### src/core/iocd_pkg.sv
// Shared constants and types for the dual-edge I/O cell
package iocd_pkg;

    // Clocking schemes for the storage pairs
    typedef enum logic [1:0] {
        IOCD_CLK_MANAGER,   // Mirrored clock plus 180 degree copy
        IOCD_CLK_LOCAL_INV, // One line, inverted inside the cell
        IOCD_CLK_TWO_LINES  // Two separate clock lines
    } iocd_clk_mode_t;

    // Electrical standard selected for the pin pair
    typedef enum logic [2:0] {
        IOCD_STD_SINGLE,    // Any single-ended standard
        IOCD_STD_LVDS,      // Differential, cascade capable
        IOCD_STD_RSDS,      // Differential, cascade capable
        IOCD_STD_MINI_LVDS, // Differential, cascade capable
        IOCD_STD_OTHER_DIFF // Differential, no cascade
    } iocd_std_t;

    // Level every storage element takes under reset
    localparam logic IOCD_STORE_RESET = 1'b0;

    // Constant levels driven on the two edges when mirroring a clock
    localparam logic IOCD_MIRROR_FIRST  = 1'b1;
    localparam logic IOCD_MIRROR_SECOND = 1'b0;

    // Depth of every pin synchroniser
    localparam int IOCD_SYNC_STAGES = 2;

    // Only three standards offer the input cascade
    function automatic logic iocd_cascade_ok(input iocd_std_t std);
        iocd_cascade_ok = (std == IOCD_STD_LVDS) || (std == IOCD_STD_RSDS) ||
                          (std == IOCD_STD_MINI_LVDS);
    endfunction

endpackage

### src/core/iocd_io_cell.sv
// Summary of operation
// - Output pair plus mux sends two bits
// - Two inverse clocks trigger pair alternately
// - Clock manager mirrors clock, adds 180 copy
// - One clock line may be inverted locally
// - Enable path has its own pair
// - Input pair captures alternate bits
// - First bit on first, second on second
// - Opposite constants mirror clock on pin
// - Input stores cascade across differential pair
// - Cascade only for LVDS, RSDS, MINI_LVDS
// - Global reset forces every store low
`timescale 1ns/100ps
`default_nettype none

// Dual-edge register cell for one pin of a differential pair
module iocd_io_cell
    import iocd_pkg::*;
(
    // System clock and reset
    input  wire logic           mclk,
    input  wire logic           reset_n,
    // Configuration levels
    input  wire iocd_clk_mode_t clk_mode,
    input  wire iocd_std_t      io_standard,
    input  wire logic           cascade_request,
    input  wire logic           clock_mirror,
    // Clock lines from pins
    input  wire logic           clk_line_first,
    input  wire logic           clk_line_second,
    // Fabric side, outgoing
    input  wire logic           out_bit_rise,
    input  wire logic           out_bit_fall,
    input  wire logic           enable_rise,
    input  wire logic           enable_fall,
    // Pad of this cell
    input  wire logic           pad_in,
    output logic                pad_out,
    output logic                pad_oe,
    // Pad of the partner cell
    input  wire logic           partner_pad_in,
    // Fabric side, incoming
    output logic                captured_bit_first,
    output logic                captured_bit_second,
    output logic                capture_first_pulse,
    output logic                capture_second_pulse,
    output logic                aligned_bit_first,
    output logic                aligned_bit_second,
    output logic                aligned_valid,
    output logic                cascade_active
);

    // Edge events from the clock manager
    logic first_rise;   // First clock rose
    logic second_rise;  // Second clock rose
    // Data chosen for the output pair
    logic data_first;   // Bit for the first edge
    logic data_second;  // Bit for the second edge

    // Whole state of the input side
    typedef struct packed {
        logic meta_pad;       // First sync stage, own pad
        logic sync_pad;       // Settled own pad
        logic meta_partner;   // First sync stage, partner pad
        logic sync_partner;   // Settled partner pad
        logic input_store_rise;   // Bit taken on the first clock
        logic input_store_fall;   // Bit taken on the second clock
        logic partner_store_fall; // Partner's bit, taken on every second clock, cascade or not
        logic pulse_first;    // Capture strobe, first bit
        logic pulse_second;   // Capture strobe, second bit
        logic aligned_first;  // First bit held in the second domain
        logic aligned_second; // Second bit held in the second domain
        logic pair_pending;   // A first bit waits for its second
        logic aligned_strobe; // Aligned pair refreshed
        logic cascade;        // Cascade in force
    } iocd_in_state_t;

    iocd_in_state_t state;      // Registered state
    iocd_in_state_t next_state; // Next value

    // Edge events; clock lines cross through two flops inside
    iocd_clock_manager u_clock_manager (
        .mclk        (mclk),
        .reset_n     (reset_n),
        .clk_mode    (clk_mode),
        .line_first  (clk_line_first),
        .line_second (clk_line_second),
        .first_rise  (first_rise),
        .second_rise (second_rise)
    );

    // Data select for the output pair
    always_comb begin
        if (clock_mirror) begin
            data_first  = IOCD_MIRROR_FIRST;
            data_second = IOCD_MIRROR_SECOND;
        end else begin
            data_first  = out_bit_rise;
            data_second = out_bit_fall;
        end
    end

    iocd_ddr_pair u_output_pair (
        .mclk         (mclk),
        .reset_n      (reset_n),
        .event_first  (first_rise),
        .event_second (second_rise),
        .d_first      (data_first),
        .d_second     (data_second),
        .q            (pad_out)
    );

    iocd_ddr_pair u_enable_pair (
        .mclk         (mclk),
        .reset_n      (reset_n),
        .event_first  (first_rise),
        .event_second (second_rise),
        .d_first      (enable_rise),
        .d_second     (enable_fall),
        .q            (pad_oe)
    );

    // Input side next-state logic
    always_comb begin
        next_state = state;
        // Pads pass two flops, the same depth as the clock lines,
        // so data keeps its phase against the edge events
        next_state.meta_pad     = pad_in;
        next_state.sync_pad     = state.meta_pad;
        next_state.meta_partner = partner_pad_in;
        next_state.sync_partner = state.meta_partner;
        next_state.pulse_first  = 1'b0;
        next_state.pulse_second = 1'b0;
        next_state.aligned_strobe = 1'b0;

        next_state.cascade = cascade_request && iocd_cascade_ok(io_standard);

        if (first_rise) begin
            next_state.input_store_rise = state.sync_pad;
            next_state.pulse_first      = 1'b1;
        end
        if (second_rise) begin
            next_state.partner_store_fall = state.sync_partner;
            next_state.input_store_fall = state.cascade ? state.sync_partner
                                                        : state.sync_pad;
            next_state.pulse_second     = 1'b1;
        end

        // Pair the bits under the second clock for the fabric
        if (first_rise) begin
            next_state.pair_pending = 1'b1;
        end else if (second_rise && state.pair_pending) begin
            next_state.pair_pending = 1'b0;
        end
        // Refresh only once both halves of a period are in
        if (second_rise && state.pair_pending && !first_rise) begin
            next_state.aligned_first  = state.input_store_rise;
            next_state.aligned_second = next_state.input_store_fall;
            next_state.aligned_strobe = 1'b1;
        end
    end

    always_ff @(posedge mclk or negedge reset_n) begin
        if (!reset_n) begin
            state <= '0;
        end else begin
            state <= next_state;
        end
    end

    // Fabric outputs, all straight from flops
    assign captured_bit_first   = state.input_store_rise;
    assign captured_bit_second  = state.input_store_fall;
    assign capture_first_pulse  = state.pulse_first;
    assign capture_second_pulse = state.pulse_second;
    assign aligned_bit_first    = state.aligned_first;
    assign aligned_bit_second   = state.aligned_second;
    assign aligned_valid        = state.aligned_strobe;
    assign cascade_active       = state.cascade;

endmodule

`default_nettype wire

### src/core/iocd_clock_manager.sv
`timescale 1ns/100ps
`default_nettype none

// Turns sampled clock lines into first and second clock edge events
module iocd_clock_manager
    import iocd_pkg::*;
(
    // System clock and reset
    input  wire logic           mclk,
    input  wire logic           reset_n,
    // Clocking scheme
    input  wire iocd_clk_mode_t clk_mode,
    // Raw clock lines from pins
    input  wire logic           line_first,
    input  wire logic           line_second,
    // Edge events, one mclk cycle each
    output logic                first_rise,
    output logic                second_rise
);

    // Whole state of the manager
    typedef struct packed {
        logic meta_first;   // First synchroniser stage, first line
        logic sync_first;   // Second stage, first line
        logic last_first;   // Previous settled level, first line
        logic meta_second;  // First synchroniser stage, second line
        logic sync_second;  // Second stage, second line
        logic last_second;  // Previous settled level, second line
    } iocd_cm_state_t;

    iocd_cm_state_t state;      // Registered state
    iocd_cm_state_t next_state; // Next value

    // Next-state logic; the meta stages feed only the sync stages
    always_comb begin
        next_state             = state;
        next_state.meta_first  = line_first;
        next_state.sync_first  = state.meta_first;
        next_state.last_first  = state.sync_first;
        next_state.meta_second = line_second;
        next_state.sync_second = state.meta_second;
        next_state.last_second = state.sync_second;
    end

    // State register
    always_ff @(posedge mclk or negedge reset_n) begin
        if (!reset_n) begin
            state <= '0;
        end else begin
            state <= next_state;
        end
    end

    // Edge decode per scheme
    always_comb begin
        first_rise  = state.sync_first & ~state.last_first;
        second_rise = 1'b0;
        case (clk_mode)
            IOCD_CLK_MANAGER: begin
                second_rise = ~state.sync_first & state.last_first;
            end
            IOCD_CLK_LOCAL_INV: begin
                second_rise = ~state.sync_first & state.last_first;
            end
            IOCD_CLK_TWO_LINES: begin
                second_rise = state.sync_second & ~state.last_second;
            end
            default: begin
                second_rise = 1'b0;
            end
        endcase
    end

endmodule

`default_nettype wire

### src/core/iocd_ddr_pair.sv
`timescale 1ns/100ps
`default_nettype none

// Two storage elements with a selecting multiplexer
module iocd_ddr_pair
    import iocd_pkg::*;
(
    // System clock and reset
    input  wire logic mclk,
    input  wire logic reset_n,
    // Edge events
    input  wire logic event_first,
    input  wire logic event_second,
    // Data for each edge
    input  wire logic d_first,
    input  wire logic d_second,
    // Pair output
    output logic      q
);

    // Whole state of the pair
    typedef struct packed {
        logic store_rise;  // Element clocked by the first clock
        logic store_fall;  // Element clocked by the second clock
        logic sel_second;  // Mux points at the second element
        logic q;           // Registered mux output
    } iocd_pair_state_t;

    iocd_pair_state_t state;      // Registered state
    iocd_pair_state_t next_state; // Next value

    // Alternate loads; when both events come in one cycle the second event wins the mux
    always_comb begin
        next_state = state;
        if (event_first) begin
            next_state.store_rise = d_first;
            next_state.sel_second = 1'b0;
        end
        if (event_second) begin
            next_state.store_fall = d_second;
            next_state.sel_second = 1'b1;
        end
        next_state.q = next_state.sel_second ? next_state.store_fall
                                             : next_state.store_rise;
    end

    always_ff @(posedge mclk or negedge reset_n) begin
        if (!reset_n) begin
            state <= {IOCD_STORE_RESET, IOCD_STORE_RESET, 1'b0, IOCD_STORE_RESET};
        end else begin
            state <= next_state;
        end
    end

    assign q = state.q;

endmodule

`default_nettype wire

### config.mk
export PLATFORM = sky130hd
export DESIGN_NAME = iocd_io_cell
export DESIGN_NICKNAME = d
export VERILOG_FILES = /design/src/core/iocd_pkg.sv /design/src/core/iocd_io_cell.sv /design/src/core/iocd_clock_manager.sv /design/src/core/iocd_ddr_pair.sv
export SDC_FILE = /design/constraint.sdc
export NUM_CORES = 1
export LEC_CHECK = 0
export BUFFER_PORTS_ARGS = -buffer_cell sky130_fd_sc_hd__buf_4
export CORE_UTILIZATION = 45
export CTS_CLUSTER_SIZE = 10
export DETAILED_ROUTE_END_ITERATION = 16
export HOLD_SLACK_MARGIN = 0.12
export PLACE_DENSITY = 0.72
export REMOVE_ABC_BUFFERS = 1
export SLEW_MARGIN = 30
export SYNTH_ARGS = -nofsm -noshare
export SYNTH_HDL_FRONTEND = slang
export SYNTH_HIERARCHICAL = 1
export SYNTH_SLANG_ARGS = --single-unit
export TNS_END_PERCENT = 1
### constraint.sdc
create_clock -name mclk -period 2.1 [get_ports mclk]
set_clock_uncertainty 0.05 [all_clocks]
set_input_delay 0 -clock mclk [delete_from_list [all_inputs] [get_ports mclk]]
set_output_delay 0 -clock mclk [all_outputs]
set_load 0.05 [all_outputs]
==> run_results.csv, run 1 <==
group,metric,value,unit
status,status,"finished, final reports clean",
worst_setup_path,slowest_delay,0.56,ns
placement,dp_hpwl,922,um
layout,nets,119,
floorplan,initial_core_util,0.504,
worst_hold_path,hold_end,"capture_second_pulse",
layout,area.growth.synth_to_final,45.8,%
floorplan,boundaryPins,27,
worst_setup_path,rrSetupSlack,0.43,ns
sta,timing.final.setup_violations,0,
worst_hold_path,hold_path.class,"input pin to flop",
worst_setup_path,start_kind,"input pin",
logic_synthesis,yosysTopAreaCellShare,0.736,
clocking,holdBufCountCts,15,
sta,holdWs,0.133,ns
global_routing,first_global_vias,531,
worst_hold_path,min_path_cells,3,
logic_synthesis,synth.area.top_cells,"dfrtp_1, mux2_4, mux2i_1, a21o_1, inv_1",
logic_synthesis,post-synth-top-count-cell,"dfrtp_1",
sta,fin_crit_sh,0.888,
clocking,cts_resized,0,
floorplan,core,1820,um2
worst_setup_path,r2r-end,"u_enable_pair/q",
sta,rsz0062_at_grt,"no",
layout,drive_above_1_share,0.406,
logic_synthesis,synth_edf_count,0,
drt,routed_via_density,4.59,
clocking,cts_tree,"built",
sta,hold_viol_final,0,
logic_synthesis,synth_ff_type,"dfrtp_1",
pwr,power,1.15,mW
logic_synthesis,seq_area_frac_synth,0.736,
drt,drt-total-wl,1.45,mm
clocking,cts.path.max_buffers,2,
clocking,clk_latency,0.31,ns
floorplan,chipHeight,47.2,um
global_routing,antenna_found_initial,0,
drt,dr.pass1.iters,4,
placement,io_buffers,26,
worst_setup_path,crit_type,"input pin to flop",
sta,slew_headroom,0.771,
clocking,cts_num_sinks,27,
sta,fin_crit,1.87,ns
drt,wl_per_cell,11.5,um
pwr,powerDensity,857,nW/um2
pwr,ir_drop,556,uV
clocking,cts.htree.levels,1,
sta,setup_tns,0,ns
clocking,clkSlewWorstSetupHoldPaths,0.13,ns
placement,gp_congestion,0.664,
clocking,cts_setup_buffers,0,
logic_synthesis,yosys.area.top_type,"dfrtp_1",
drt,antenna_left,0,
floorplan,rows,15,
worst_setup_path,end_kind,"flop",
clocking,root_buffer,"clkbuf_4",
worst_setup_path,r2r_cells,4,
job,maxCapViolCount,0,
worst_setup_path,cp_num_buf_inv,3,
drt,num_vias,578,
worst_setup_path,critical_path_required,2.26,ns
sta,maxSlewViolCount,0,
drt,drtIter0Drc,5,
logic_synthesis,netlist_area,918,um2
worst_setup_path,path_delay_family,"buffers and inverters",
logic_synthesis,ys_ff_latch,27,
logic_synthesis,syn_inst,55,
global_routing,grt_usage,0.147,
layout,diodes,0,
worst_setup_path,cp_slowest_cell,"dlygate4sd3_1",
logic_synthesis,ys_warn_count,6,
logic_synthesis,avgSynthCellArea,16.7,um2
sta,worst_pin_slew,0.344,ns
sta,max_clock_freq,0.536,GHz
global_routing,grt_max_degree,28,
clocking,numCtsBuffers,3,
global_routing,grt_overflow,0,
worst_setup_path,crit_fanout,2,
worst_setup_path,arrival,2.03,ns
worst_setup_path,crit_chain,"dlygate4sd3_1, buf_4, or2_2, dlygate4sd3_1, mux2_4, mux2_4",
floorplan,die_w,47.2,um
floorplan,design.die.area,2230,um2
logic_synthesis,ys_types,14,
worst_setup_path,r2r-start,"u_clock_manager/state[0]",
pwr,p_leak,0.660,nW
global_routing,grt_first_pass_wirelength,2.13,mm
worst_hold_path,hp-start,"clk_mode[1]",
logic_synthesis,yosys-top-cells-count,"dfrtp_1, mux2_4, inv_1, nor2_1",
logic_synthesis,async_flop_share,1.00,
drt,drcViolationCount,0,
==> routing by layer <==
| layer | wire, um | track usage | up-vias | part of all wire |
|---|---|---|---|---|
| met4 | 12 | 0.0686 | 0 | 0.0083 |
| li1 | - | - | 274 | - |
| met2 | 785 | 0.250 | 19 | 0.54 |
| met3 | 55 | 0.0462 | 2 | 0.038 |
| met1 | 592 | 0.169 | 283 | 0.41 |
| met5 | 0 | 0 | - | 0 |
==> logic make-up (layout without fill, tap and decap cells) <==
logic type,count (synthesis),count (layout),share of synthesized area
flip-flops,27,27,0.736
multiplexers,10,10,0.149
AND/OR/NAND/NOR,9,9,0.0586
AO/OA/AOI/OAI,5,5,0.0409
buffers and inverters,4,50,0.0163
==> area by class of cell <==
cell class / count / area (um2)
clock buffer: 4 / 26.3
fill: 116 / 482
inverter: 4 / 15.0
multi-input combinational: 24 / 228
sequential: 27 / 676
tap: 25 / 31.3
timing repair buffer: 42 / 363
==> state kept, by name, summed over array words and instances (netlist names), 2 cells and up <==
register / flops
next_state: 2
u_clock_manager/state: 2
u_output_pair/state: 3
state: 3
u_clock_manager/next_state: 4
u_enable_pair/state: 3
==> metrics by stage <==
stage | instance area, um2 | std cells | setup WS (ns) | utilization
final | 1340 | 126 | 0.235 | 0.735
after detailed placement | 1150 | 107 | 0.435 | 0.633
after global routing | 1340 | 126 | 0.238 | 0.735
after floorplan | 918 | 55 | 0.537 | -
after CTS | 1340 | 126 | 0.267 | 0.735
after global placement | 1150 | 107 | 0.472 | 0.633
==> worst max-delay path by stage <==
stage / startpoint / to / slack [ns] / cells past startpoint
after floorplan: u_clock_manager/state[0] / u_enable_pair/q / 0.54 / 4
after global placement: u_clock_manager/state[0] / aligned_bit_first / 0.47 / 4
after detailed placement: u_clock_manager/state[0] / u_output_pair/q / 0.43 / 4
after CTS: out_bit_rise / u_output_pair/q / 0.27 / 6
after global routing: out_bit_rise / u_output_pair/q / 0.24 / 6
final: out_bit_rise / u_output_pair/q / 0.23 / 6
==> worst min-delay path, stage by stage <==
cell	delay, ns
buf_4	0.08
nor2_1	0.03
a22o_1	0.29
==> power breakdown <==
| group | switching (mW) | internal (mW) | leakage (nW) |
|---|---|---|---|
| clock | 0.137 | 0.0741 | 0.0150 |
| sequential | 0.0247 | 0.583 | 0.320 |
| combinational | 0.185 | 0.144 | 0.324 |
| total | 0.346 | 0.800 | 0.660 |
==> cells in the final DEF, fill, tap and decap left out <==
master         synthesis  layout
or2_2                  1       1
buf_12                 0       1
a21o_1                 2       2
a21o_2                 1       1
clkbuf_4               0       3
dfrtp_1               27      27
mux2_4                 7       7
dlygate4sd3_1          0      14
and3b_1                1       1
inv_1                  4       4
nor3b_1                2       2
nor2_1                 3       3
mux2_2                 1       1
a22o_1                 1       1
mux2i_1                2       2
a21oi_1                1       1
nor2b_1                2       2
clkbuf_1               0       1
buf_4                  0      27
Power figures use the tool's default switching activity.
==> run 2, diff against run 1 <==
- CELL_PAD_IN_SITES_DETAIL_PLACEMENT: unset -> 1
- CELL_PAD_IN_SITES_GLOBAL_PLACEMENT: unset -> 2
- CORE_UTILIZATION: 45 -> 33
- PLACE_DENSITY: 0.72 -> 0.76
==> run 2 against run 1 <==
  * Via count rose by 0.52%
  * Power grew 0.79%
  * Wire length up 19%
  * First-iteration DRC count is 100% lower
  * Core utilization down 20 points
  * Fmax down 0.50%
  * Flip-flop and latch count unchanged
  * Clock power grew 3%
  * Non-clock buffer count increased by 1
  * Worst setup slack lost 0.0094 ns
  * Critical path depth unchanged
==> run_results.csv, run 2 (synthesized netlist as in run 1, its figures left out) <==
group,metric,value,unit
worst_setup_path,start_kind,"input pin",
layout,postLayoutCoreUtil,0.532,
clocking,cts_tree,"built",
global_routing,grt_overflow,0,
drt,drcViolationCount,0,
sta,holdWs,0.170,ns
drt,num_vias,581,
floorplan,design.die.area,3000,um2
floorplan,initial_core_util,0.361,
clocking,cts.path.max_buffers,2,
sta,fin_crit,1.87,ns
drt,routed_via_density,4.40,
worst_setup_path,crit_fanout,2,
global_routing,first_global_vias,659,
worst_setup_path,critical_path_required,2.27,ns
placement,io_buffers,26,
layout,final_cell_mix,"dfrtp_1, buf_4, dlygate4sd3_1, mux2_4, inv_1",
sta,timing.final.setup_violations,0,
sta,worst_pin_slew,0.348,ns
floorplan,core,2540,um2
clocking,cts_setup_buffers,0,
clocking,cts_resized,0,
worst_setup_path,arrival,2.05,ns
pwr,powerDensity,853,nW/um2
clocking,cts_num_sinks,27,
global_routing,antenna_found_initial,0,
pwr,ir_drop,527,uV
floorplan,rows,18,
sta,setup_slack,0.225,ns
clocking,holdBufCountCts,16,
sta,slew_headroom,0.768,
worst_setup_path,path_delay_family,"buffers and inverters",
layout,largest_reg_flops,4,
worst_setup_path,crit_chain,"dlygate4sd3_1, buf_4, or2_2, dlygate4sd3_1, mux2_4, mux2_4",
sta,setup_tns,0,ns
pwr,power,1.16,mW
job,maxCapViolCount,0,
clocking,root_buffer,"clkbuf_4",
drt,drt-total-wl,1.72,mm
global_routing,grt_first_pass_wirelength,2.90,mm
layout,diodes,0,
placement,place_ws,0.423,ns
sta,maxSlewViolCount,0,
worst_setup_path,cp_slowest_cell,"dlygate4sd3_1",
worst_hold_path,hold_path.class,"input pin to flop",
worst_setup_path,cp_num_buf_inv,3,
pwr,p_leak,0.664,nW
clocking,cts.htree.levels,1,
worst_setup_path,end_kind,"flop",
layout,area.growth.synth_to_final,47.5,%
sta,rsz0062_at_grt,"no",
sta,fin_crit_sh,0.893,
clocking,clk_latency,0.31,ns
layout,fillers,264,
placement,placedCellCount,112,
floorplan,chipHeight,54.8,um
floorplan,boundaryPins,27,
floorplan,die_w,54.8,um
drt,dr.pass1.iters,1,
sta,max_clock_freq,0.533,GHz
drt,wl_per_cell,13.1,um
clocking,numCtsBuffers,3,
placement,dpl_cell_area,1160,um2
layout,nets,120,
drt,antenna_left,0,
status,status,"finished, final reports clean",
drt,drtIter0Drc,0,
sta,hold_viol_final,0,
placement,gp_congestion,0.656,
layout,design_area,1360,um2
layout,stdcell_count,132,
global_routing,grt_usage,0.144,
global_routing,grt_max_degree,28,
clocking,clkSlewWorstSetupHoldPaths,0.14,ns
worst_setup_path,slowest_delay,0.57,ns
worst_setup_path,crit_type,"input pin to flop",
layout,drive_above_1_share,0.402,
-- run 2: cell types whose count changed in the layout (fill, tap and decap cells not counted), sizes merged --
| cell | previous run | this run |
|---|---|---|
| dlygate4sd3 | 14 | 15 |
-- run 2: cell type report --
cell class	count	area (um2)	area share
well taps	30	37.5	0.0277
inverters	4	15.0	0.0111
flip-flops and latches	27	676	0.499
clock buffers	4	26.3	0.0194
multi-input cells	24	228	0.168
repair buffers	43	373	0.275
-- run 2: power breakdown --
part           switching (mW)  total, mW  internal (mW)  leakage [nW]
registers              0.0262      0.609          0.583         0.320
logic                   0.185      0.330          0.145         0.328
clock network           0.142      0.217         0.0743        0.0150
total                   0.354       1.16          0.802         0.664
-- run 2: worst register-to-register path, delay by kind of cell (launching register included) --
kind	cells	cell delay, ns
AND/OR/NAND/NOR	1	0.18
multiplexers	2	0.59
AO/OA/AOI/OAI	1	0.38
flip-flops	1	0.38
-- run 2: worst paths after layout --
path / start / end / slack, ns / cells after the start
min in group asynchronous: reset_n / u_enable_pair/q / 0.66 / 4
worst min-delay path: clk_mode[0] / capture_second_pulse / 0.17 / 3
worst max register to register: u_clock_manager/next_state[0] / u_enable_pair/q / 0.43 / 4
worst min register to register: next_state[10] / state[10] / 0.31 / 0
max in group asynchronous: reset_n / u_clock_manager/state[0] / 1.18 / 4
worst max-delay path: out_bit_rise / u_output_pair/q / 0.23 / 6
-- run 2: metal layers --
layer	vias up	GRT usage	part of all wire
li1	274	-	-
met1	290	0.168	0.40
met2	15	0.249	0.55
met3	2	0.0500	0.046
met4	0	0.0385	0.0058
met5	-	0	0
==> run 3, diff against run 2 <==
- CORE_UTILIZATION: 33 -> 34
- PLACE_DENSITY: 0.76 -> 0.77
- SYNTH_HIERARCHICAL: 1 -> unset
==> run 3 against run 2 <==
  * Via count up 10%
  * Worst setup slack worse by 0.081 ns
  * Cell area up 6.2%
  * Flip-flop and latch count unchanged
  * Register-to-register slack worse by 0.29 ns
  * Synthesized cell count up 16%
  * Critical path depth down 2
  * Die area up 5.3%
  * Synthesized area up 8.7%
  * Critical endpoint is now u_enable_pair.q
  * Largest cell class unchanged
  * Highest routed layer unchanged
==> run_results.csv, run 3 <==
group,metric,value,unit
status,status,"finished, final reports clean",
sta,fin_crit_sh,0.931,
clocking,cts_num_sinks,27,
global_routing,grtUsageMet3,0.0512,
worst_setup_path,slowest_delay,0.56,ns
drt,routed_via_density,4.51,
worst_setup_path,start_kind,"flop",
global_routing,antenna_found_initial,0,
sta,max_clock_freq,0.511,GHz
pwr,powerDensity,810,nW/um2
placement,dpl_cell_area,1230,um2
logic_synthesis,yosysTopAreaCellShare,0.677,
logic_synthesis,yosys-top-cells-count,"dfrtp_1, nand2_1, mux2_4, inv_1, nor2_1",
worst_setup_path,path_delay_family,"buffers and inverters",
logic_synthesis,synth_ff_type,"dfrtp_1",
layout,area.growth.synth_to_final,44.1,%
layout,nets,129,
sta,maxSlewViolCount,0,
logic_synthesis,synth.area.top_cells,"dfrtp_1, mux2_4, nand2_1, o211ai_4, mux2i_1",
global_routing,first_global_vias,753,
sta,rsz0062_at_grt,"no",
clocking,numCtsBuffers,3,
clocking,cts.path.max_buffers,2,
sta,fin_crit,1.96,ns
worst_setup_path,critical_path_required,2.27,ns
worst_setup_path,cp_slowest_cell,"dlygate4sd3_1",
global_routing,grt_first_pass_wirelength,3.56,mm
clocking,clkSlewWorstSetupHoldPaths,0.14,ns
layout,drive_above_1_share,0.396,
floorplan,boundaryPins,27,
placement,io_buffers,26,
drt,antenna_left,0,
logic_synthesis,syn_inst,64,
floorplan,design.die.area,3160,um2
clocking,cts_tree,"built",
worst_hold_path,hp-start,"clk_mode[0]",
sta,timing.final.setup_violations,0,
job,maxCapViolCount,0,
layout,mostFrequentLayoutCell,"dfrtp_1",
worst_setup_path,arrival,2.12,ns
clocking,cts_resized,0,
clocking,root_buffer,"clkbuf_4",
logic_synthesis,synth_edf_count,0,
worst_setup_path,crit_fanout,9,
global_routing,grt_use_met1,0.182,
drt,wl_per_cell,13.3,um
clocking,clk_latency,0.32,ns
worst_setup_path,cp_num_buf_inv,1,
logic_synthesis,seq_area_frac_synth,0.677,
worst_setup_path,r2r-start,"u_clock_manager.next_state[0]",
drt,drcViolationCount,0,
sta,slew_headroom,0.790,
drt,num_vias,641,
worst_setup_path,r2r_cells,4,
pwr,p_leak,0.724,nW
layout,largest_reg_flops,4,
sta,setup_tns,0,ns
worst_setup_path,crit_chain,"and4bb_4, nor2_4, mux2_4, dlygate4sd3_1",
global_routing,grt_overflow,0,
placement,dp_hpwl,1.30,mm
worst_hold_path,min_path_cells,4,
worst_setup_path,crit_type,"flop to flop",
floorplan,initial_core_util,0.362,
layout,design_area,1440,um2
logic_synthesis,ys_types,19,
logic_synthesis,async_flop_share,1.00,
logic_synthesis,avgSynthCellArea,15.6,um2
global_routing,met2_usage,0.245,
worst_setup_path,end_kind,"flop",
placement,gp_congestion,0.727,
layout,final_cell_mix,"dfrtp_1, buf_4, dlygate4sd3_1, nand2_1, mux2_4",
worst_hold_path,hold_end,"aligned_valid",
clocking,cts.htree.levels,1,
layout,fillers,287,
logic_synthesis,ys_ff_latch,27,
logic_synthesis,netlist_area,998,um2
global_routing,grt_usage,0.148,
drt,drt-total-wl,1.89,mm
layout,diodes,0,
worst_setup_path,r2r-end,"u_enable_pair.q",
drt,dr.pass1.iters,2,
floorplan,rows,19,
pwr,ir_drop,473,uV
floorplan,chipHeight,56.2,um
global_routing,top_usage_layer,"met2",
worst_hold_path,hold_path.class,"input pin to flop",
sta,hold_viol_final,0,
floorplan,core,2760,um2
floorplan,die_w,56.2,um
global_routing,grt_max_degree,28,
drt,drtIter0Drc,4,
logic_synthesis,post-synth-top-count-cell,"dfrtp_1",
sta,worst_pin_slew,0.314,ns
logic_synthesis,ys_warn_count,0,
worst_setup_path,rrSetupSlack,0.14,ns
logic_synthesis,yosys.area.top_type,"dfrtp_1",
==> run 3: area by class of cell <==
cell class                 count  area, um2  area share
clock buffer                   4       26.3      0.0183
inverter                       3       11.3     0.00783
multi-input combinational     34        312       0.217
sequential                    27        676       0.470
tap                           31       38.8      0.0270
timing repair buffer          43        375       0.261
==> run 3: worst min-delay path: cells and delay by family <==
kind                   cells  cell delay, ns
AND/OR/NAND/NOR            1            0.20
buffers and inverters      2            0.13
AO/OA/AOI/OAI              1            0.23
==> run 3: how the worst max path moves through the flow <==
stage,cells past startpoint,start,endpoint,slack [ns]
5_1_grt,4,u_clock_manager.next_state[0],u_enable_pair.q,0.07
2_1_floorplan,2,cascade_active,aligned_bit_second,0.66
6_report,4,u_clock_manager.next_state[0],u_enable_pair.q,0.14
3_5_place_dp,3,u_clock_manager.next_state[0],u_output_pair.state[2],0.69
4_1_cts,4,u_clock_manager.next_state[0],u_enable_pair.q,0.15
3_3_place_gp,3,u_clock_manager.next_state[0],u_output_pair.q,0.71
==> run 3: where the power goes <==
| part | switching [mW] | total, mW | leakage, nW | internal, mW |
|---|---|---|---|---|
| combinational | 0.182 | 0.335 | 0.386 | 0.153 |
| clock | 0.140 | 0.214 | 0.0150 | 0.0743 |
| sequential | 0.0363 | 0.617 | 0.323 | 0.580 |
| total | 0.358 | 1.17 | 0.724 | 0.807 |
==> run 3: timing repair <==
action,in CTS,in global routing
setup buffers,0,0
endpoints found under the hold margin,39,0
hold buffers,17,0
==> run 3: stage by stage <==
step            util  worst slack (ns)  power [mW]  cells  hold slack [ns]
6_report       0.522             0.144        1.17    142            0.208
4_1_cts        0.522             0.148        1.19    142            0.193
3_3_place_gp   0.447             0.711       0.928    121           -0.121
3_5_place_dp   0.447             0.694       0.933    121           -0.120
2_1_floorplan      -             0.664       0.824     64           -0.346
5_1_grt        0.522            0.0698        1.23    142            0.228
==> run 3: cell families after synthesis <==
kind of cell           synth area share
AOI/OAI and AO/OA                0.0388
and+or+nand+nor                   0.137
muxes                             0.137
DFF                               0.677
buffers and inverters            0.0113
==> run 3: per-layer routing <==
layer / wire length [um] / vias to the layer above / part of all wire
met5: 0 / - / 0
met4: 24 / 0 / 0.013
met3: 92 / 2 / 0.049
met2: 964 / 22 / 0.51
met1: 809 / 310 / 0.43
li1: - / 307 / -
